$ cat src/hw/coec_defines.svh
/*
  Offsets, field positions, reset values and timing figures of the
  complementary output event control block.
  Assumes one inclusion per compilation unit, guarded below.
*/
`ifndef COEC_DEFINES_SVH
`define COEC_DEFINES_SVH

// Register word indices; the byte address is four times the index.
`define COEC_IDX_CTL0       5'h00
`define COEC_IDX_CTL1       5'h01
`define COEC_IDX_RIS_LO     5'h02
`define COEC_IDX_RIS_HI     5'h03
`define COEC_IDX_FIS_LO     5'h04
`define COEC_IDX_FIS_HI     5'h05
`define COEC_IDX_RSIM_LO    5'h06
`define COEC_IDX_RSIM_HI    5'h07
`define COEC_IDX_FSIM_LO    5'h08
`define COEC_IDX_FSIM_HI    5'h09
`define COEC_IDX_STEER      5'h0a
`define COEC_IDX_DBR        5'h0b
`define COEC_IDX_DBF        5'h0c
`define COEC_IDX_BLKR       5'h0d
`define COEC_IDX_BLKF       5'h0e
`define COEC_IDX_PHR        5'h0f
`define COEC_IDX_PHF        5'h10
`define COEC_IDX_SHUT       5'h11
`define COEC_IDX_STATUS     5'h12
`define COEC_NUM_RW         18
`define COEC_REG_RESET      8'h00

// Field positions.
`define COEC_CTL0_MODE_LSB  0
`define COEC_CTL0_CS_LSB    3
`define COEC_CTL0_RISE_DEADTIME_CHAIN_SEL      5
`define COEC_CTL0_FALL_DEADTIME_CHAIN_SEL      6
`define COEC_CTL0_EN        7
`define COEC_STEER_DATA_LSB 4
`define COEC_SHUT_SW        0
`define COEC_SHUT_OVR_LSB   1

// Timer slots.
`define COEC_TMR_PHR        0
`define COEC_TMR_PHF        1
`define COEC_TMR_BLKR       2
`define COEC_TMR_BLKF       3
`define COEC_TMR_DBR        4
`define COEC_TMR_DBF        5
`define COEC_TMR_COUNT      6

// Timing.
`define COEC_CLK_NS         50
`define COEC_ELEMENT_NS     5
`define COEC_INSTR_LAST     2'h3

`endif

$ cat src/hw/coec_pkg.sv
/*
  Types of the complementary output event control block.
  Assumes coec_defines.svh for numeric constants.
*/
package coec_pkg;

  typedef enum logic [2:0] {
    mode_steer,
    mode_sync_steer,
    mode_full_fwd,
    mode_full_rev,
    mode_half,
    mode_push_pull,
    mode_rsv6,
    mode_rsv7
  } coec_mode_t;

  typedef enum logic [1:0] {
    clk_fast_osc,
    clk_instr,
    clk_system,
    clk_system_alt
  } coec_clk_sel_t;

  typedef enum logic [1:0] {
    ovr_inactive,
    ovr_float,
    ovr_low,
    ovr_high
  } coec_override_t;

endpackage : coec_pkg

$ cat src/hw/coec_timer_if.sv
/*
  Carrier between the main block and one delay timer.
  Assumes the user side drives start, stop, tick and limit on pclk.
*/
`timescale 1ns/1ps
`default_nettype none

interface coec_timer_if;
  logic       start;
  logic       stop;
  logic       tick;
  logic [7:0] limit;
  logic       busy;
  logic       done;

  modport timer (input start, input stop, input tick, input limit, output busy, output done);
  modport user (output start, output stop, output tick, output limit, input busy, input done);
endinterface : coec_timer_if

`default_nettype wire

$ cat src/hw/coec_core.sv
/*
  Complementary output event control: APB registers, event source
  selection, phase delay, blanking, dead-band and output mapping.
  Assumes an APB master on pclk, asynchronous event and oscillator pins,
  and an external pin-level resolver for the output enables.
*/
// What this block does
// Delay timers tick from oscillator, instruction clock or system clock.
// That tick times counter dead-band, blanking and phase-delay timers.
// Rising event is the OR of all enabled rising sources.
// Falling event is the OR of enabled falling sources, independently.
// Each source is edge sensed when its kind bit is one, else level.
// Software should pick edge for periodic, level for threshold sources.
// Rising event assertion starts the active duty period.
// Zero rising phase and dead-band drive primary at once.
// Rising event runs phase delay, clears complement, blanks, dead-band.
// Falling event assertion ends the active duty period.
// Falling event runs phase delay, clears primary, blanks, dead-band.
// Zero falling phase and dead-band drive complement at once.
// Disabled or just enabled: primary inactive, complement active.
// Steered modes: static data, override, inactive or PWM per steer bit.
// Other modes ignore steering: override, PWM when enabled, else inactive.
// Each output inverts when its polarity bit is one.
// Only the inactive override choice honours polarity.
// Dead-band acts only in half-bridge and on bridge direction change.
// Two dead-band timers, each chain or counter by its select bit.
// Half-bridge holds first and third off for rising dead-band.
// Half-bridge holds second and fourth off for falling dead-band.
// Bridge change delays modulated output by falling or rising dead-band.
// Mode field decodes steered, sync steered, bridges, half, push-pull.
// Forward modulates fourth, first on; reverse modulates second, third on.
// Counter dead-band counts delay ticks to the count; zero disables it.
// Chain dead-band delays by count elements of a fixed nominal delay.
// Sources are synchronised before detection so each edge pulses once.
`timescale 1ns/1ps
`default_nettype none

`include "coec_defines.svh"

module coec_core (
  input  wire logic        pclk,
  input  wire logic        presetn,
  input  wire logic        psel,
  input  wire logic        penable,
  input  wire logic        pwrite,
  input  wire logic [7:0]  paddr,
  input  wire logic [31:0] pwdata,
  output var  logic [31:0] prdata,
  output var  logic        pready,
  output var  logic        pslverr,
  input  wire logic [15:0] event_source,
  input  wire logic        fast_internal_oscillator,
  input  wire logic        shutdown_request,
  output var  logic        drive_out_first,
  output var  logic        drive_out_second,
  output var  logic        drive_out_third,
  output var  logic        drive_out_fourth,
  output var  logic [3:0]  drive_out_oe_n
);

  // Edge or level sense of every source; high_active picks the sensed level.
  function automatic logic [15:0] detect(input logic [15:0] now, input logic [15:0] prev,
                                         input logic [15:0] kind, input logic high_active);
    logic [15:0] lvl;
    logic [15:0] edg;
    lvl = high_active ? now : ~now;
    edg = high_active ? (now & ~prev) : (~now & prev);
    detect = (kind & edg) | (~kind & lvl);
  endfunction : detect

  // Dead-band limit in delay ticks; chain elements are rounded up to cycles.
  function automatic logic [7:0] db_limit(input logic [7:0] n, input logic chain);
    logic [15:0] ns;
    ns = 16'(n) * 16'(`COEC_ELEMENT_NS);
    if (!chain || n == 8'h00) begin
      db_limit = n;
    end else begin
      db_limit = 8'((ns + 16'(`COEC_CLK_NS) - 16'h0001) / 16'(`COEC_CLK_NS));
    end
  endfunction : db_limit

  logic [7:0]  cfg [0:`COEC_NUM_RW-1];
  logic [7:0]  next_cfg [0:`COEC_NUM_RW-1];
  logic [31:0] next_prdata;
  logic [4:0]  idx;
  logic        mapped;
  logic [7:0]  status;

  logic [15:0] src_s1;
  logic [15:0] src_s2;
  logic [15:0] src_s3;
  logic        osc_s1;
  logic        osc_s2;
  logic        osc_s3;
  logic        sd_s1;
  logic        sd_s2;
  logic [1:0]  div;
  logic [1:0]  next_div;

  logic        rise_sig_q;
  logic        fall_sig_q;
  logic        pri;
  logic        comp;
  logic        pp_sel;
  logic [3:0]  steer_act;
  logic [2:0]  mode_q;
  logic [3:0]  out_q;
  logic        next_rise_sig_q;
  logic        next_fall_sig_q;
  logic        next_pri;
  logic        next_comp;
  logic        next_pp_sel;
  logic [3:0]  next_steer_act;
  logic [2:0]  next_mode_q;
  logic [3:0]  next_out_q;
  logic [3:0]  next_oe_n;

  coec_pkg::coec_mode_t     mode;
  coec_pkg::coec_clk_sel_t  clk_sel;
  coec_pkg::coec_override_t ovr;
  logic        en;
  logic        sd;
  logic        tick;
  logic        half;
  logic        rise_sig;
  logic        fall_sig;
  logic        rise_trig;
  logic        fall_trig;
  logic        rise_go;
  logic        fall_go;
  logic        to_fwd;
  logic        to_rev;
  logic        bridge_hold;
  logic [7:0]  dbr_lim;
  logic [7:0]  dbf_lim;
  logic [3:0]  pwm;
  logic [3:0]  pol;
  logic [3:0]  steer_data;

  coec_timer_if tmr [`COEC_TMR_COUNT] ();

  for (genvar g = 0; g < `COEC_TMR_COUNT; g++) begin : g_tmr
    coec_delay_timer u_tmr (
      .pclk    (pclk),
      .presetn (presetn),
      .tmr     (tmr[g])
    );
  end

  // Register bus: zero wait states, unmapped words answer with an error.
  assign idx     = paddr[6:2];
  assign mapped  = (paddr[7] == 1'b0) && (paddr[1:0] == 2'h0) && (idx <= `COEC_IDX_STATUS);
  assign pready  = 1'b1;
  assign pslverr = psel && penable && !mapped;

  assign status = {pp_sel, sd, comp, pri, out_q};

  always_comb begin
    for (int i = 0; i < `COEC_NUM_RW; i++) begin
      next_cfg[i] = cfg[i];
    end
    next_prdata = prdata;
    if (psel && penable && pwrite && mapped && idx != `COEC_IDX_STATUS) begin
      next_cfg[idx] = pwdata[7:0];
    end
    // Read data is captured in the setup cycle so it stands through access.
    if (psel && !penable) begin
      next_prdata = 32'h0000_0000;
      if (mapped && idx == `COEC_IDX_STATUS) begin
        next_prdata[7:0] = status;
      end else if (mapped) begin
        next_prdata[7:0] = cfg[idx];
      end
    end
  end

  always_ff @(posedge pclk or negedge presetn) begin
    if (!presetn) begin
      for (int i = 0; i < `COEC_NUM_RW; i++) begin
        cfg[i] <= `COEC_REG_RESET;
      end
      prdata <= 32'h0000_0000;
    end else begin
      for (int i = 0; i < `COEC_NUM_RW; i++) begin
        cfg[i] <= next_cfg[i];
      end
      prdata <= next_prdata;
    end
  end

  // Control decode.
  assign en         = cfg[`COEC_IDX_CTL0][`COEC_CTL0_EN];
  assign mode       = coec_pkg::coec_mode_t'(cfg[`COEC_IDX_CTL0][`COEC_CTL0_MODE_LSB +: 3]);
  assign clk_sel    = coec_pkg::coec_clk_sel_t'(cfg[`COEC_IDX_CTL0][`COEC_CTL0_CS_LSB +: 2]);
  assign ovr        = coec_pkg::coec_override_t'(cfg[`COEC_IDX_SHUT][`COEC_SHUT_OVR_LSB +: 2]);
  assign pol        = cfg[`COEC_IDX_CTL1][3:0];
  assign steer_data = cfg[`COEC_IDX_STEER][`COEC_STEER_DATA_LSB +: 4];
  assign sd         = sd_s2 || cfg[`COEC_IDX_SHUT][`COEC_SHUT_SW];
  // mode decode
  assign half       = (mode == coec_pkg::mode_half);

  // source synchronisers
  always_ff @(posedge pclk or negedge presetn) begin
    if (!presetn) begin
      src_s1 <= 16'h0000;
      src_s2 <= 16'h0000;
      src_s3 <= 16'h0000;
      osc_s1 <= 1'b0;
      osc_s2 <= 1'b0;
      osc_s3 <= 1'b0;
      sd_s1  <= 1'b0;
      sd_s2  <= 1'b0;
      div    <= 2'h0;
    end else begin
      src_s1 <= event_source;
      src_s2 <= src_s1;
      src_s3 <= src_s2;
      osc_s1 <= fast_internal_oscillator;
      osc_s2 <= osc_s1;
      osc_s3 <= osc_s2;
      sd_s1  <= shutdown_request;
      sd_s2  <= sd_s1;
      div    <= next_div;
    end
  end

  // delay timebase select
  always_comb begin
    next_div = div + 2'h1;
    case (clk_sel)
      coec_pkg::clk_fast_osc: tick = osc_s2 && !osc_s3;
      coec_pkg::clk_instr:    tick = (div == `COEC_INSTR_LAST);
      default:                tick = 1'b1;
    endcase
  end

  // rising sources ORed, R5 edge or level
  assign rise_sig = |({cfg[`COEC_IDX_RIS_HI], cfg[`COEC_IDX_RIS_LO]} &
                      detect(src_s2, src_s3,
                             {cfg[`COEC_IDX_RSIM_HI], cfg[`COEC_IDX_RSIM_LO]}, 1'b1));
  // falling sources ORed, R5 edge or level
  assign fall_sig = |({cfg[`COEC_IDX_FIS_HI], cfg[`COEC_IDX_FIS_LO]} &
                      detect(src_s2, src_s3,
                             {cfg[`COEC_IDX_FSIM_HI], cfg[`COEC_IDX_FSIM_LO]}, 1'b0));

  // rising assertion, gated by blanking
  assign rise_trig = en && rise_sig && !rise_sig_q && !tmr[`COEC_TMR_BLKF].busy;
  // falling assertion, gated by blanking
  assign fall_trig = en && fall_sig && !fall_sig_q && !tmr[`COEC_TMR_BLKR].busy;

  // shared timebase for phase and blanking timers
  assign tmr[`COEC_TMR_PHR].tick  = tick;
  assign tmr[`COEC_TMR_PHF].tick  = tick;
  assign tmr[`COEC_TMR_BLKR].tick = tick;
  assign tmr[`COEC_TMR_BLKF].tick = tick;
  // chain or counter per dead-band timer
  assign tmr[`COEC_TMR_DBR].tick  = cfg[`COEC_IDX_CTL0][`COEC_CTL0_RISE_DEADTIME_CHAIN_SEL] || tick;
  assign tmr[`COEC_TMR_DBF].tick  = cfg[`COEC_IDX_CTL0][`COEC_CTL0_FALL_DEADTIME_CHAIN_SEL] || tick;

  // chain length, R25 counter length
  assign dbr_lim = db_limit(cfg[`COEC_IDX_DBR], cfg[`COEC_IDX_CTL0][`COEC_CTL0_RISE_DEADTIME_CHAIN_SEL]);
  assign dbf_lim = db_limit(cfg[`COEC_IDX_DBF], cfg[`COEC_IDX_CTL0][`COEC_CTL0_FALL_DEADTIME_CHAIN_SEL]);

  assign tmr[`COEC_TMR_PHR].limit  = cfg[`COEC_IDX_PHR];
  assign tmr[`COEC_TMR_PHF].limit  = cfg[`COEC_IDX_PHF];
  assign tmr[`COEC_TMR_BLKR].limit = cfg[`COEC_IDX_BLKR];
  assign tmr[`COEC_TMR_BLKF].limit = cfg[`COEC_IDX_BLKF];
  assign tmr[`COEC_TMR_DBR].limit  = dbr_lim;
  assign tmr[`COEC_TMR_DBF].limit  = dbf_lim;

  // rising phase delay
  assign tmr[`COEC_TMR_PHR].start = rise_trig;
  assign tmr[`COEC_TMR_PHR].stop  = !en;
  // falling phase delay
  assign tmr[`COEC_TMR_PHF].start = fall_trig;
  assign tmr[`COEC_TMR_PHF].stop  = !en;

  assign rise_go = (rise_trig && cfg[`COEC_IDX_PHR] == 8'h00) || tmr[`COEC_TMR_PHR].done;
  assign fall_go = (fall_trig && cfg[`COEC_IDX_PHF] == 8'h00) || tmr[`COEC_TMR_PHF].done;

  // blank falling inputs
  assign tmr[`COEC_TMR_BLKR].start = rise_go;
  assign tmr[`COEC_TMR_BLKR].stop  = !en;
  // blank rising inputs
  assign tmr[`COEC_TMR_BLKF].start = fall_go;
  assign tmr[`COEC_TMR_BLKF].stop  = !en;

  // bridge direction changes
  assign to_fwd = en && mode == coec_pkg::mode_full_fwd &&
                  mode_q == 3'(coec_pkg::mode_full_rev);
  assign to_rev = en && mode == coec_pkg::mode_full_rev &&
                  mode_q == 3'(coec_pkg::mode_full_fwd);

  // dead-band only in half-bridge or on direction change
  assign tmr[`COEC_TMR_DBR].start = (half && rise_go) || to_fwd;
  assign tmr[`COEC_TMR_DBF].start = (half && fall_go) || to_rev;
  // Overlap: a new opposite event cuts the running dead-band short and extends.
  assign tmr[`COEC_TMR_DBR].stop  = !en || (half && fall_go);
  assign tmr[`COEC_TMR_DBF].stop  = !en || (half && rise_go);

  // The change cycle itself holds too, so the modulated output never leaks one cycle early.
  assign bridge_hold = tmr[`COEC_TMR_DBR].busy || tmr[`COEC_TMR_DBF].busy || to_fwd || to_rev;

  // Primary and complementary drive.
  always_comb begin
    next_rise_sig_q = rise_sig;
    next_fall_sig_q = fall_sig;
    next_pri        = pri;
    next_comp       = comp;
    next_pp_sel     = pp_sel;
    next_steer_act  = steer_act;
    next_mode_q     = mode;
    if (!en) begin
      // idle drive
      next_pri  = 1'b0;
      next_comp = 1'b1;
    end else begin
      // primary after rising dead-band
      if (half && tmr[`COEC_TMR_DBR].done) begin
        next_pri = 1'b1;
      end
      // complement after falling dead-band
      if (half && tmr[`COEC_TMR_DBF].done) begin
        next_comp = 1'b1;
      end
      if (rise_go) begin
        // clear complement
        next_comp   = 1'b0;
        // immediate primary
        next_pri    = !(half && dbr_lim != 8'h00);
        next_pp_sel = !pp_sel;
      end
      if (fall_go) begin
        // clear primary
        next_pri  = 1'b0;
        // immediate complement
        next_comp = !(half && dbf_lim != 8'h00);
      end
    end
    // steering takes effect at once or on a rising event
    if (mode != coec_pkg::mode_sync_steer || rise_go) begin
      next_steer_act = cfg[`COEC_IDX_STEER][3:0];
    end
  end

  // per-mode output waveforms
  always_comb begin
    case (mode)
      coec_pkg::mode_steer,
      coec_pkg::mode_sync_steer: pwm = {4{pri}};
      coec_pkg::mode_full_fwd:   pwm = {pri && !bridge_hold, 2'b00, 1'b1};
      coec_pkg::mode_full_rev:   pwm = {1'b0, 1'b1, pri && !bridge_hold, 1'b0};
      coec_pkg::mode_half:       pwm = {comp, pri, comp, pri};
      coec_pkg::mode_push_pull:  pwm = {pri && pp_sel, pri && !pp_sel,
                                        pri && pp_sel, pri && !pp_sel};
      default:                   pwm = 4'h0;
    endcase
  end

  always_comb begin
    next_out_q = 4'h0;
    next_oe_n  = 4'h0;
    for (int i = 0; i < 4; i++) begin
      if (sd) begin
        // polarity only in the inactive override
        case (ovr)
          coec_pkg::ovr_inactive: next_out_q[i] = pol[i];
          coec_pkg::ovr_float:    next_oe_n[i]  = 1'b1;
          coec_pkg::ovr_low:      next_out_q[i] = 1'b0;
          default:                next_out_q[i] = 1'b1;
        endcase
      end else if ((mode == coec_pkg::mode_steer || mode == coec_pkg::mode_sync_steer)
                   && !steer_act[i]) begin
        // static steering data
        next_out_q[i] = steer_data[i] ^ pol[i];
      end else begin
        // PWM when enabled, R16 polarity
        next_out_q[i] = (en && pwm[i]) ^ pol[i];
      end
    end
  end

  always_ff @(posedge pclk or negedge presetn) begin
    if (!presetn) begin
      rise_sig_q     <= 1'b0;
      fall_sig_q     <= 1'b0;
      pri            <= 1'b0;
      comp           <= 1'b1;
      pp_sel         <= 1'b0;
      steer_act      <= 4'h0;
      mode_q         <= 3'h0;
      out_q          <= 4'h0;
      drive_out_oe_n <= 4'h0;
    end else begin
      rise_sig_q     <= next_rise_sig_q;
      fall_sig_q     <= next_fall_sig_q;
      pri            <= next_pri;
      comp           <= next_comp;
      pp_sel         <= next_pp_sel;
      steer_act      <= next_steer_act;
      mode_q         <= next_mode_q;
      out_q          <= next_out_q;
      drive_out_oe_n <= next_oe_n;
    end
  end

  assign drive_out_first  = out_q[0];
  assign drive_out_second = out_q[1];
  assign drive_out_third  = out_q[2];
  assign drive_out_fourth = out_q[3];

endmodule : coec_core

`default_nettype wire

$ cat src/hw/coec_delay_timer.sv
/*
  Counts delay-clock ticks from zero up to a limit and pulses done.
  Assumes start, stop and tick are synchronous to pclk.
*/
`timescale 1ns/1ps
`default_nettype none

module coec_delay_timer (
  input wire logic    pclk,
  input wire logic    presetn,
  coec_timer_if.timer tmr
);

  logic [7:0] cnt;
  logic [7:0] next_cnt;
  logic       next_busy;
  logic       next_done;

  always_comb begin
    next_cnt  = cnt;
    next_busy = tmr.busy;
    next_done = 1'b0;
    if (tmr.stop) begin
      next_busy = 1'b0;
    end else if (tmr.start) begin
      // A zero limit leaves the timer idle; the user passes the event through.
      next_cnt  = 8'h00;
      next_busy = (tmr.limit != 8'h00);
    end else if (tmr.busy && tmr.tick) begin
      next_cnt = cnt + 8'h01;
      if (next_cnt == tmr.limit) begin
        next_busy = 1'b0;
        next_done = 1'b1;
      end
    end
  end

  always_ff @(posedge pclk or negedge presetn) begin
    if (!presetn) begin
      cnt      <= 8'h00;
      tmr.busy <= 1'b0;
      tmr.done <= 1'b0;
    end else begin
      cnt      <= next_cnt;
      tmr.busy <= next_busy;
      tmr.done <= next_done;
    end
  end

endmodule : coec_delay_timer

`default_nettype wire

$ cat config.mk
export PLATFORM = sky130hd
export DESIGN_NAME = coec_core
export DESIGN_NICKNAME = d
export VERILOG_FILES = /design/src/hw/coec_pkg.sv /design/src/hw/coec_timer_if.sv /design/src/hw/coec_core.sv /design/src/hw/coec_delay_timer.sv
export VERILOG_INCLUDE_DIRS = /design/src /design/src/hw
export SDC_FILE = /design/constraint.sdc
export NUM_CORES = 1
export LEC_CHECK = 0
export ABC_AREA = 1
export BUFFER_PORTS_ARGS = -buffer_cell sky130_fd_sc_hd__buf_2
export CAP_MARGIN = 0
export CORE_MARGIN = 10
export CORE_UTILIZATION = 60
export DETAILED_ROUTE_END_ITERATION = 12
export GPL_ROUTABILITY_DRIVEN = 0
export PLACE_DENSITY = 0.89
export SETUP_SLACK_MARGIN = 0.05
export SLEW_MARGIN = 25
export SYNTH_ARGS = -nofsm -noshare
export SYNTH_HDL_FRONTEND = slang
export SYNTH_SLANG_ARGS = --single-unit
$ cat constraint.sdc
create_clock -name pclk -period 9.8 [get_ports pclk]
set_input_delay 1.96 -clock pclk [delete_from_list [all_inputs] [get_ports pclk]]
set_output_delay 1.96 -clock pclk [all_outputs]
set_load 0.01 [all_outputs]
==> flow_summary_export.csv <==
group,metric,value,unit
critical_path,worst_setup_path_start_kind,"primary input",
synthesis,synth-main-ff-cell,"dfrtp_1",
drt,antenna_left,0,
place,dpl_worst_slack,4.57,ns
cts,cts-htree-levels,1,
layout,syn_to_final_growth,9.08,%
sta,slew_headroom,38.8,%
sta,drv_slew,0,
global_route,grt_max_degree,177,
synthesis,synth.avg_cell_area,8.02,um^2
run_status,status,"complete, no violations",
place,hpwlAfterDp,30.7,mm
layout,finish.utilization,66.6,%
synthesis,syn_inst,1989,
place,post-place-cells,2332,
cts,worstSkewPairLatency,0.54,ns
sta,max_freq,194,MHz
synthesis,yosys.area.top_type,"dfrtp_1",
sta,worstMarginPinSlew,0.907,ns
sta,holdWs,0.348,ns
global_route,antenna_found_initial,2,
layout,drive_gt1_share,9.32,%
cts,cts.clk_slew.worst_paths,0.06,ns
drt,drc,0,
synthesis,yosysMostFrequentCell,"nand2_1",
critical_path,end_kind,"output pin",
min_path,hold_class,"reg2reg",
cts,clock-root-buffer,"clkbuf_16",
critical_path,crit_buf_inv,3,
synthesis,async_flop_share,100,%
critical_path,cp_max_fo,9,
critical_path,crit_family,"simple AND/OR/NAND/NOR gates",
layout,nets,2141,
power,leakage,8.40,nW
layout,multi_input_area,0.00764,mm^2
drt,wl_per_cell,18.2,um
sta,period_minus_slack,5.16,ns
die,fp.dieW,183,um
synthesis,yosysWarnings,0,
cts,hold_buffers,0,
cts,postCtsSetupBuffers,0,
die,initial_core_util,61.0,%
synthesis,synth_edf_count,0,
sta,setup_viol,0,
critical_path,critical_path.cell_chain,"buf_2 -> nand2_1 -> inv_1 -> o21ai_0 -> nand2_1 -> and3_1 -> buf_2",
synthesis,synth_area_leaders,"dfrtp_1 (44%), nand2_1 (11%), o21ai_0 (6.9%), inv_1 (5.6%), ha_1 (3.7%)",
cts,cts_buffers,28,
sta,setup_ws,4.64,ns
global_route,grt_pass1_vias,13930,
drt,vias,14705,
synthesis,synth_seq_cells,282,
die,io_pins,105,
global_route,track_usage,25.1,%
die,rows,59,
sta,finalCritPeriodShare,52.7,%
cts,clockBufferDepth,3,
sta,rsz0062_at_grt,"false",
cts,cts.sinks,282,
critical_path,path_class,"in2out",
critical_path,crit_required,7.84,ns
synthesis,synth_area,0.0160,mm^2
drt,wl,43.5,mm
layout,seqCellArea,0.00706,mm^2
layout,nFillCells,1959,
global_route,overflow,0,
critical_path,max_stage_delay,0.37,ns
synthesis,synth_top_area_share,44.1,%
sta,final_hold_viol_count,0,
power,ir_drop,0.000171,V
place,port_buffers,55,
die,fp.coreArea,0.0261,mm^2
die,die_h,183,um
critical_path,worstPathArrival,3.20,ns
critical_path,slowest_stage,"nand2_1",
layout,stdcell_count,2385,
drt,drtIter0Drc,1965,
synthesis,yosysSeqAreaShare,44.3,%
synthesis,yosysUniqueCellTypes,57,
synthesis,synth.top_cells.by_count,"nand2_1 (458), dfrtp_1 (281), inv_1 (240)",
global_route,grt_pass1_wl,69.7,mm
sta,finalClockSkew,0.0139,ns
power,powerDensity,143,mW/mm^2
cts,postCtsResizedCells,0,
die,die_area,0.0335,mm^2
cts,cts_tree,"yes",
job,maxCapViolations,0,
drt,viasPerCell,6.17,
drt,drt_first_pass_iters,7,
sta,fin_setup_tns,0,ns
## per-stage QoR
stage	cell area (um^2)	power, W
2_1_floorplan	16000	0.00131
3_3_place_gp	16400	0.00136
3_5_place_dp	16400	0.00137
4_1_cts	17400	0.00248
5_1_grt	17400	0.00255
6_report	17400	0.00248
## metal layers
metal  part of all wire, %  global-route usage, %  wire, um  vias to the layer above
met5                 0.030                      0        13                        -
met4                   4.0                   9.38      1740                        2
met3                    11                   4.64      4860                      176
met2                    47                   41.8     20300                      972
met1                    38                   32.0     16600                     6863
li1                      -                      -         -                     6692
## layout by cell type, fill, tap and decap left out, drive strengths merged, types with 9 or more instances in the layout
cell and n:
a21oi 77, a22oi 47, a31oi 9, buf 62, clkbuf 36, clkinv 18
conb 25, dfrtp 281, ha 47, inv 247, nand2 492, nand3 119
nand4 35, nor2 107, nor3 19, nor4 12, o211ai 12, o21ai 226
o22ai 40, xnor2 11, xor2 60
## kinds of logic after synthesis
group                      after synthesis  share of synthesized area (%)
buffers and inverters                  331                           8.46
xor gates and xnor gates                71                           3.90
DFF                                    282                           44.3
and+or+nand+nor                        802                           22.7
adders and majority gates               51                           4.19
AOI/OAI and AO/OA                      450                           16.5
other                                    2                         0.0471
## path summary, 6_finish.rpt
check	to	depth (start not counted)	start	slack, ns
min	src_s2[0]	0	src_s1[0]	0.35
min in group asynchronous	g_tmr[5].u_tmr.cnt[6]	1	presetn	1.43
max	pslverr	7	paddr[2]	4.64
max in group asynchronous	src_s2[8]	2	presetn	6.99
max reg2reg	pri	40	cfg[51]	4.79
min reg2reg	src_s2[0]	0	src_s1[0]	0.35
## power by group
part / leakage (nW) / switching (W) / internal, W
Clock: 0.490 / 0.000455 / 0.000675
Sequential: 3.79 / 0.0000169 / 0.00119
Combinational: 4.12 / 0.000113 / 0.0000385
## layout make-up
cell class | instances | share of cell area (%)
clock inverters | 16 | 1.07
clock buffers | 36 | 4.55
multi-input cells | 1399 | 43.9
flip-flops and latches | 282 | 40.6
diodes | 1 | 0.0144
well taps | 335 | 2.41
repair buffers | 62 | 2.01
inverters | 254 | 5.49
## sequential cells by signal (all words and copies together), names as in the netlist, 6 cells and up
register              flops
g_tmr.u_tmr.tmr.busy      6
cfg                     112
g_tmr.u_tmr.cnt          48
src_s2                   16
src_s1                   16
prdata                    8
tmr.limit                32
src_s3                   16
## worst reg2reg max path, delay by kind of cell (launching register included)
family        cells  cell delay [ns]
flops             1             0.46
buf+inv           2             0.10
simple gates     35             3.28
fa+ha+maj         3             1.03
Power figures use the tool's default switching activity.
